File: config.mk
export PLATFORM = sky130hd
export DESIGN_NAME = ocd_channel_config
export DESIGN_NICKNAME = d
export VERILOG_FILES = /design/src/design/ocd_safe_switch.v /design/src/design/ocd_spread_gen.v /design/src/design/ocd_channel_config.v
export VERILOG_INCLUDE_DIRS = /design/src /design/src/common
export SDC_FILE = /design/constraint.sdc
export NUM_CORES = 1
export LEC_CHECK = 0
export ABC_CLOCK_PERIOD_IN_PS = 5100
export BUFFER_PORTS_ARGS = -buffer_cell sky130_fd_sc_hd__clkbuf_2
export CORE_MARGIN = 3
export CORE_UTILIZATION = 54
export CTS_BUF_LIST = sky130_fd_sc_hd__clkbuf_8 sky130_fd_sc_hd__clkbuf_16
export DETAILED_ROUTE_END_ITERATION = 12
export GPL_ROUTABILITY_DRIVEN = 0
export PLACE_DENSITY = 0.75
export RECOVER_POWER = 100
export SYNTH_ARGS = -nofsm -noshare
export SYNTH_HDL_FRONTEND = slang
export SYNTH_SLANG_ARGS = --single-unit
export TNS_END_PERCENT = 10
File: constraint.sdc
create_clock -name core_clk -period 5.1 [get_ports core_clk]
set_input_delay 0.51 -clock core_clk [delete_from_list [all_inputs] [get_ports core_clk]]
set_output_delay 0.51 -clock core_clk [all_outputs]
set_load 0.05 [all_outputs]
File: src/common/ocd_defs.vh
`ifndef OCD_DEFS_VH
`define OCD_DEFS_VH

// Register indices, byte address is four times the index
`define OCD_IDX_CTRL      8'h27
`define OCD_IDX_SUPPLY    8'h28
`define OCD_IDX_FRAC_UP   8'h29
`define OCD_IDX_FRAC_LO   8'h2a
`define OCD_IDX_STATUS    8'h3f

// Reset values
`define OCD_RST_CTRL      16'h0679
`define OCD_RST_SUPPLY    16'h0008
`define OCD_RST_FRAC_UP   16'h8000
`define OCD_RST_FRAC_LO   16'h0000

// Control register fields, then the supply register flag bit and the lower fraction width
`define OCD_B_DELAY       15
`define OCD_B_BYPASS      14
`define OCD_B_FRST        13
`define OCD_B_SRC         12
`define OCD_F_DIV_HI      11
`define OCD_F_DIV_LO      9
`define OCD_B_PROFILE     8
`define OCD_F_DEPTH_HI    7
`define OCD_F_DEPTH_LO    6
`define OCD_F_PER_HI      5
`define OCD_F_PER_LO      4
`define OCD_B_SPEN        3
`define OCD_B_SAFE        0
`define OCD_B_LOWSUP      3
`define OCD_LO_W          9

// Modulation period in counter cycles
`define OCD_PER_0         10'h0f0
`define OCD_PER_1         10'h190
`define OCD_PER_2         10'h208
`define OCD_PER_3         10'h22c

// Applied configuration: control, upper, lower
`define OCD_CFG_W         41
`define OCD_CFG_RST       {`OCD_RST_CTRL, `OCD_RST_FRAC_UP, 9'h000}

`endif

File: src/design/ocd_safe_switch.v
`timescale 1ns/1ps
`include "ocd_defs.vh"
module ocd_safe_switch (
  input  wire                  core_clk,
  input  wire                  rst_n,
  input  wire [`OCD_CFG_W-1:0] newCfg,
  input  wire                  safeEn,
  input  wire                  boundary,
  output reg  [`OCD_CFG_W-1:0] appliedCfg_ff,
  output wire                  pending
);
  reg [`OCD_CFG_W-1:0] nxt_appliedCfg;

  assign pending = (newCfg != appliedCfg_ff);

  always @* begin
    nxt_appliedCfg = appliedCfg_ff;
    if (!safeEn) begin
      nxt_appliedCfg = newCfg;
    end else if (boundary) begin
      nxt_appliedCfg = newCfg;
    end
  end

  always @(posedge core_clk or negedge rst_n) begin
    if (!rst_n) begin
      appliedCfg_ff <= `OCD_CFG_RST;
    end else begin
      appliedCfg_ff <= nxt_appliedCfg;
    end
  end
endmodule // ocd_safe_switch

File: src/design/ocd_spread_gen.v
`timescale 1ns/1ps
`include "ocd_defs.vh"
module ocd_spread_gen (
  input  wire       core_clk,
  input  wire       rst_n,
  input  wire       srcTick,
  input  wire       enable,
  input  wire [2:0] divide,
  input  wire [1:0] period,
  input  wire       downProfile,
  input  wire [1:0] depth,
  output reg  [9:0] modPhase_ff,
  output reg        modFalling_ff,
  output reg  [4:0] peakQuarter_ff,
  output reg        centreMode_ff
);
  reg [2:0] preCnt_ff;
  reg [2:0] nxt_preCnt;
  reg [9:0] nxt_modPhase;
  reg       nxt_modFalling;
  wire      modTick;
  wire [9:0] perLen;
  wire [9:0] halfLen;

  function [9:0] perDecode;
    input [1:0] code;
    begin
      case (code)
        2'h0: perDecode = `OCD_PER_0;
        2'h1: perDecode = `OCD_PER_1;
        2'h2: perDecode = `OCD_PER_2;
        default: perDecode = `OCD_PER_3;
      endcase
    end
  endfunction

  function [4:0] depthDecode;
    input [1:0] code;
    input       isDown;
    reg   [4:0] dn;
    begin
      case (code)
        2'h0: dn = 5'h02;
        2'h1: dn = 5'h04;
        2'h2: dn = 5'h08;
        default: dn = 5'h14;
      endcase
      depthDecode = isDown ? dn : {1'b0, dn[4:1]};
    end
  endfunction

  assign perLen  = perDecode(period);
  assign halfLen = {1'b0, perLen[9:1]};
  assign modTick = srcTick && (preCnt_ff == divide);

  always @* begin
    nxt_preCnt     = preCnt_ff;
    nxt_modPhase   = modPhase_ff;
    nxt_modFalling = modFalling_ff;
    if (!enable) begin
      nxt_preCnt     = 3'h0;
      nxt_modPhase   = 10'h000;
      nxt_modFalling = 1'b0;
    end else if (srcTick) begin
      nxt_preCnt = modTick ? 3'h0 : preCnt_ff + 3'h1;
      if (modTick) begin
        if (modPhase_ff >= perLen - 10'h001) begin
          nxt_modPhase   = 10'h000;
          nxt_modFalling = 1'b0;
        end else begin
          nxt_modPhase   = modPhase_ff + 10'h001;
          nxt_modFalling = (nxt_modPhase >= halfLen);
        end
      end
    end
  end

  always @(posedge core_clk or negedge rst_n) begin
    if (!rst_n) begin
      preCnt_ff      <= 3'h0;
      modPhase_ff    <= 10'h000;
      modFalling_ff  <= 1'b0;
      peakQuarter_ff <= 5'h00;
      centreMode_ff  <= 1'b1;
    end else begin
      preCnt_ff     <= nxt_preCnt;
      modPhase_ff   <= nxt_modPhase;
      modFalling_ff <= nxt_modFalling;
      centreMode_ff <= !downProfile;
      peakQuarter_ff <= enable ? depthDecode(depth, downProfile) : 5'h00;
    end
  end
endmodule // ocd_spread_gen

File: src/design/ocd_channel_config.v
// The implementer's own choice: the APB register port.
`timescale 1ns/1ps
`include "ocd_defs.vh"
module ocd_channel_config (
  input  wire        core_clk,
  input  wire        rst_n,
  input  wire        psel,
  input  wire        penable,
  input  wire        pwrite,
  input  wire [7:0]  paddr,
  input  wire [31:0] pwdata,
  output wire        pready,
  output reg  [31:0] prdata_ff,
  output reg         pslverr_ff,
  input  wire        fracClkIn,
  input  wire        refClkIn,
  input  wire        chanClkIn,
  output reg         fracClkOut_ff,
  output reg         ch1_frac_delay_select,
  output reg         ch1_frac_bypass,
  output reg         ch1_frac_reset,
  output reg         ch1_spread_clock_source,
  output reg  [24:0] delayWord_ff,
  output reg         ch1_low_supply_flag,
  output wire [9:0]  modPhase,
  output wire        modFalling,
  output wire [4:0]  peakQuarter,
  output wire        centreMode,
  output reg         switchPending_ff
);
  localparam ST_IDLE = 2'b01;
  localparam ST_ACK  = 2'b10;

  reg  [1:0]  state_ff;
  reg  [1:0]  nxt_state;
  reg  [15:0] ctrl_ff;
  reg  [15:0] supply_ff;
  reg  [15:0] fracUp_ff;
  reg  [15:0] fracLo_ff;
  wire [2:0]  pinSync;
  reg  [24:0] acc_ff;
  reg  [24:0] nxt_acc;
  reg         nxt_fracOut;
  reg  [31:0] rdData;
  reg         decErr;
  wire [2:0]  pinIn;
  wire [2:0]  rise;
  wire [2:0]  fall;
  wire [7:0]  regIdx;
  wire        access;
  wire        wrEn;
  wire [`OCD_CFG_W-1:0] newCfg;
  wire [`OCD_CFG_W-1:0] appliedCfg;
  wire        pending;
  wire [15:0] actCtrl;
  wire [24:0] actFrac;
  wire        spreadTick;
  wire [25:0] accSum;

  function isMapped;
    input [7:0] idx;
    begin
      isMapped = (idx == `OCD_IDX_CTRL) || (idx == `OCD_IDX_SUPPLY) ||
                 (idx == `OCD_IDX_FRAC_UP) || (idx == `OCD_IDX_FRAC_LO) ||
                 (idx == `OCD_IDX_STATUS);
    end
  endfunction

  assign pinIn = {chanClkIn, refClkIn, fracClkIn};

  // Two-stage pin synchronisers
  genvar gi;
  generate
    for (gi = 0; gi < 3; gi = gi + 1) begin : g_sync
      reg stage1_ff;
      reg stage2_ff;
      reg prev_ff;
      always @(posedge core_clk or negedge rst_n) begin
        if (!rst_n) begin
          stage1_ff <= 1'b0;
          stage2_ff <= 1'b0;
          prev_ff   <= 1'b0;
        end else begin
          stage1_ff <= pinIn[gi];
          stage2_ff <= stage1_ff;
          prev_ff   <= stage2_ff;
        end
      end
      assign pinSync[gi] = stage2_ff;
      assign rise[gi]    = stage2_ff && !prev_ff;
      assign fall[gi]    = !stage2_ff && prev_ff;
    end
  endgenerate

  // Bus decode
  assign regIdx = {2'b00, paddr[7:2]};
  assign access = psel && penable;
  assign pready = (state_ff == ST_ACK);
  assign wrEn   = access && pready && pwrite && isMapped(regIdx);

  always @* begin
    case (state_ff)
      ST_IDLE: nxt_state = access ? ST_ACK : ST_IDLE;
      ST_ACK:  nxt_state = ST_IDLE;
      default: nxt_state = ST_IDLE;
    endcase
  end

  always @* begin
    rdData = 32'h00000000;
    decErr = 1'b0;
    case (regIdx)
      `OCD_IDX_CTRL:    rdData = {16'h0000, ctrl_ff};
      `OCD_IDX_SUPPLY:  rdData = {16'h0000, supply_ff};
      `OCD_IDX_FRAC_UP: rdData = {16'h0000, fracUp_ff};
      `OCD_IDX_FRAC_LO: rdData = {16'h0000, fracLo_ff};
      `OCD_IDX_STATUS:  rdData = {16'h0000, modFalling, pending, actCtrl[15:12],
                                  modPhase};
      default:          decErr = 1'b1;
    endcase
  end

  always @(posedge core_clk or negedge rst_n) begin
    if (!rst_n) begin
      state_ff   <= ST_IDLE;
      prdata_ff  <= 32'h00000000;
      pslverr_ff <= 1'b0;
    end else begin
      state_ff <= nxt_state;
      if (access && state_ff == ST_IDLE) begin
        prdata_ff  <= pwrite ? 32'h00000000 : rdData;
        pslverr_ff <= decErr;
      end else if (state_ff == ST_ACK) begin
        pslverr_ff <= 1'b0;
      end
    end
  end

  // Register writes
  always @(posedge core_clk or negedge rst_n) begin
    if (!rst_n) begin
      ctrl_ff   <= `OCD_RST_CTRL;
      supply_ff <= `OCD_RST_SUPPLY;
      fracUp_ff <= `OCD_RST_FRAC_UP;
      fracLo_ff <= `OCD_RST_FRAC_LO;
    end else if (wrEn) begin
      case (regIdx)
        `OCD_IDX_CTRL:    ctrl_ff <= pwdata[15:0];
        `OCD_IDX_SUPPLY:  supply_ff <= pwdata[15:0];
        `OCD_IDX_FRAC_UP: fracUp_ff <= pwdata[15:0];
        `OCD_IDX_FRAC_LO: fracLo_ff <= pwdata[15:0];
        default:          ctrl_ff <= ctrl_ff;
      endcase
    end
  end

  // Settings applied through the switch
  assign newCfg = {ctrl_ff, fracUp_ff, fracLo_ff[`OCD_LO_W-1:0]};

  ocd_safe_switch u_switch (
    .core_clk      (core_clk),
    .rst_n         (rst_n),
    .newCfg        (newCfg),
    .safeEn        (ctrl_ff[`OCD_B_SAFE]),
    .boundary      (fall[2]),
    .appliedCfg_ff (appliedCfg),
    .pending       (pending)
  );

  assign actCtrl = appliedCfg[`OCD_CFG_W-1:`OCD_CFG_W-16];
  assign actFrac = appliedCfg[24:0];

  assign spreadTick = actCtrl[`OCD_B_SRC] ? rise[1] : fracClkOut_ff && rise[0];

  ocd_spread_gen u_spread (
    .core_clk       (core_clk),
    .rst_n          (rst_n),
    .srcTick        (spreadTick),
    .enable         (actCtrl[`OCD_B_SPEN]),
    .divide         (actCtrl[`OCD_F_DIV_HI:`OCD_F_DIV_LO]),
    .period         (actCtrl[`OCD_F_PER_HI:`OCD_F_PER_LO]),
    .downProfile    (actCtrl[`OCD_B_PROFILE]),
    .depth          (actCtrl[`OCD_F_DEPTH_HI:`OCD_F_DEPTH_LO]),
    .modPhase_ff    (modPhase),
    .modFalling_ff  (modFalling),
    .peakQuarter_ff (peakQuarter),
    .centreMode_ff  (centreMode)
  );

  // Fraction accumulator
  assign accSum = {1'b0, acc_ff} + {1'b0, actFrac};

  always @* begin
    nxt_acc     = acc_ff;
    nxt_fracOut = fracClkOut_ff;
    if (actCtrl[`OCD_B_FRST]) begin
      nxt_acc     = 25'h0000000;
      nxt_fracOut = 1'b0;
    end else if (actCtrl[`OCD_B_BYPASS]) begin
      nxt_fracOut = pinSync[0];
    end else if (!actCtrl[`OCD_B_DELAY] && rise[0]) begin
      nxt_acc = accSum[24:0];
      if (accSum[25]) begin
        nxt_fracOut = !fracClkOut_ff;
      end
    end
  end

  always @(posedge core_clk or negedge rst_n) begin
    if (!rst_n) begin
      acc_ff                  <= 25'h0000000;
      fracClkOut_ff           <= 1'b0;
      delayWord_ff            <= 25'h0000000;
      ch1_frac_delay_select   <= 1'b0;
      ch1_frac_bypass         <= 1'b0;
      ch1_frac_reset          <= 1'b0;
      ch1_spread_clock_source <= 1'b0;
      ch1_low_supply_flag     <= 1'b1;
      switchPending_ff        <= 1'b0;
    end else begin
      acc_ff        <= nxt_acc;
      fracClkOut_ff <= nxt_fracOut;
      delayWord_ff  <= actCtrl[`OCD_B_DELAY] ? actFrac : 25'h0000000;
      ch1_frac_delay_select   <= actCtrl[`OCD_B_DELAY];
      ch1_frac_bypass         <= actCtrl[`OCD_B_BYPASS];
      ch1_frac_reset          <= actCtrl[`OCD_B_FRST];
      ch1_spread_clock_source <= actCtrl[`OCD_B_SRC];
      ch1_low_supply_flag     <= supply_ff[`OCD_B_LOWSUP];
      switchPending_ff        <= pending;
    end
  end
endmodule // ocd_channel_config

==> run_results.csv <==
group,metric,value,unit
critical_path,ff2ff_path_depth,6,
clock_tree,tritoncts,"built",
place,numPortBuffers,96,
min_path,min_path_type,"input port to flip-flop",
timing,period_needed,3.73,ns
logic_synthesis,synth_most_common_cell,"dfrtp_1",
critical_path,crit_fanout,21,
logic_synthesis,synthesis.instances,971,
floorplanning,rows,50,
critical_path,required,5.47,ns
routing,avgViaCountPerCell,5.76,
floorplanning,die_x,147,µm
logic_synthesis,ys_ff_latch,210,
global_routing,gr-total-overflow,0,
clock_tree,cts_buffers,23,
routing,drc,0,
logic_synthesis,synth_top_cell_by_area,"dfrtp_1",
timing,fin_crit_sh,0.732,
clock_tree,htree_levels,1,
final_layout,final_net_count,1162,
floorplanning,fp.coreArea,0.0191,mm²
logic_synthesis,synth_top_area_frac,0.444,
final_layout,antenna-diode-count,0,
timing,fin_skew,0.0115,ns
final_layout,nFillCells,1580,
power_and_ir_drop,power_leakage,0.00574,µW
logic_synthesis,synth_flop_cell,"dfrtp_1",
final_layout,seqCellArea,0.00528,mm²
timing,drv_slew,222,
place,dp_cells,1299,
routing,dr.pass1.iters,5,
final_layout,multi_input_comb_area,0.00511,mm²
timing,timing.final.ws_setup,1.37,ns
clock_tree,clock-root-buffer,"clkbuf_16",
floorplanning,start_util,0.562,
routing,drt_iter0_drc,691,
floorplanning,die_height,147,µm
timing,hold_viol_final,0,
place,placed_cell_area,0.0114,mm²
final_layout,final_cell_count_no_fill,1340,
critical_path,end_kind,"flip-flop",
clock_tree,cts_resized,0,
final_layout,syn_to_final_growth,12.0,%
min_path,holdPathStages,1,
final_layout,design_area,0.0120,mm²
outcome,outcome,"finished with violations",
power_and_ir_drop,powerDensity,294,mW/mm²
timing,setup_viol,0,
global_routing,track_usage,0.229,
floorplanning,pin_count,131,
logic_synthesis,syn_area_per_cell,11.0,µm²
power_and_ir_drop,ir_worst_vdd,251,µV
critical_path,critical_path_class,"input port to flip-flop",
clock_tree,cts_sinks,210,
job,cap_viol_max_count,4,
logic_synthesis,synth_area,0.0107,mm²
logic_synthesis,synth.distinct_cells,70,
clock_tree,clk_path_buf_depth,3,
critical_path,start_kind,"input port",
timing,slew-limit-headroom,-0.988,
routing,vias,7724,
logic_synthesis,synth_warnings,0,
routing,ant_nets,0,
global_routing,grt_pass1_wl,40400,µm
clock_tree,clkTransAtPathRegs,0.06,ns
clock_tree,cts_setup_buffers,0,
place,hpwl,17700,µm
routing,wl_per_cell,18.7,µm
logic_synthesis,seq_area_frac_synth,0.493,
routing,wirelength,25100,µm
final_layout,final_layout_size_suffix_gt1_frac,0.173,
clock_tree,insertion_delay,0.50,ns
clock_tree,postCtsHoldBufs,0,
timing,fmax,268,MHz
global_routing,grt_start_max_net_pins,123,
logic_synthesis,async_flop_share,1.00,
logic_synthesis,synth_edf_count,0,
critical_path,arrival,4.10,ns
global_routing,grt_pass1_vias,7425,
outcome,violations,"capacitance limit, slew limit",
logic_synthesis,synth_commonest_cells,"dfrtp_1 (190), nand2_1 (109), mux2_2 (89)",
timing,fin_setup_tns,0,ns
timing,worst_pin_slew,2.98,ns
place,place_ws,1.83,ns
floorplanning,dieArea,0.0216,mm²
timing,rsz0062_at_grt,"false",
logic_synthesis,synth.area.top_cells,"dfrtp_1 (44%), mux2_2 (9.3%), ha_1 (5.7%)",
global_routing,antenna_found_initial,0,
==> cell usage in the layout, fill, tap and decap left out, types with 30 or more instances in the layout <==
cell,instances
a21oi_1,41
nand2_1,109
ha_1,49
clkbuf_2,30
nor2_1,33
dfrtp_1,190
o21ai_0,61
mux2_2,89
xnor2_1,48
clkbuf_1,74
==> registers in the layout (all words and copies together) (netlist names), 2 cells and up <==
| register | cells |
|---|---|
| acc_ff | 25 |
| ctrl_ff | 16 |
| delayWord_ff | 25 |
| fracLo_ff | 16 |
| fracUp_ff | 16 |
| g_sync.prev_ff | 3 |
| g_sync.stage1_ff | 3 |
| g_sync.stage2_ff | 3 |
| prdata_ff | 16 |
| state_ff | 2 |
| supply_ff | 16 |
| u_spread.modPhase_ff | 10 |
| u_spread.peakQuarter_ff | 5 |
| u_spread.preCnt_ff | 3 |
| u_switch.appliedCfg_ff | 41 |
==> critical path, stage by stage <==
cell	delay [ns]
clkbuf_1	1.16
nand3_1	0.30
nor2_1	0.17
o21ai_0	0.16
nor4_1	0.40
nand3b_1	0.79
mux2_2	0.59
==> path summary, 6_finish.rpt <==
kind | slack, ns | to | from
min | 0.12 | g_sync[0].stage1_ff | fracClkIn
min reg2reg | 0.35 | g_sync[1].stage2_ff | g_sync[1].stage1_ff
max reg2reg | 1.55 | acc_ff[20] | u_switch.appliedCfg_ff[40]
min in group asynchronous | 0.94 | g_sync[0].prev_ff | rst_n
max in group asynchronous | 1.74 | fracUp_ff[13] | rst_n
max | 1.37 | fracLo_ff[0] | paddr[3]
==> stage by stage <==
step                      hold WS [ns]   util  total power (µW)
after floorplan                  0.214      -              1820
after global placement           0.334  0.597              1890
after detailed placement         0.337  0.597              1890
after CTS                        0.103  0.638              3570
after global routing             0.106  0.629              3650
final                            0.117  0.629              3530
==> cell families (layout without fill, tap and decap cells) <==
logic type / after synthesis / count (layout) / synth area share
simple gates: 270 / 270 / 0.127
compound gates: 189 / 189 / 0.117
buf+inv: 72 / 166 / 0.0323
xor+xnor: 62 / 62 / 0.0507
other cells: 1 / 16 / 0.000350
fa+ha+maj: 50 / 50 / 0.0591
flops: 210 / 210 / 0.493
mux: 117 / 117 / 0.121
==> layer usage <==
metal | vias up | wire, µm | global-route usage | part of all wire
li1 | 3640 | - | - | -
met3 | 38 | 1280 | 0.0318 | 0.051
met5 | - | 0 | 0 | 0
met4 | 0 | 544 | 0.0531 | 0.022
met1 | 3826 | 11600 | 0.341 | 0.46
met2 | 220 | 11600 | 0.361 | 0.46
==> report_power, final <==
group | total (µW) | switching [µW] | internal [µW] | leakage (µW)
combinational | 163 | 127 | 36.1 | 0.00251
sequential | 1690 | 9.57 | 1680 | 0.00283
clock | 1670 | 647 | 1030 | 0.000402
==> area by class of cell <==
cell class	instances	area share
Clock buffer	27	0.0525
Clock inverter	14	0.0117
Inverter	18	0.00563
Multi-Input combinational cell	704	0.426
Sequential cell	210	0.440
Tap cell	260	0.0271
Timing Repair Buffer	107	0.0375
(Power assumes the default switching activity.)
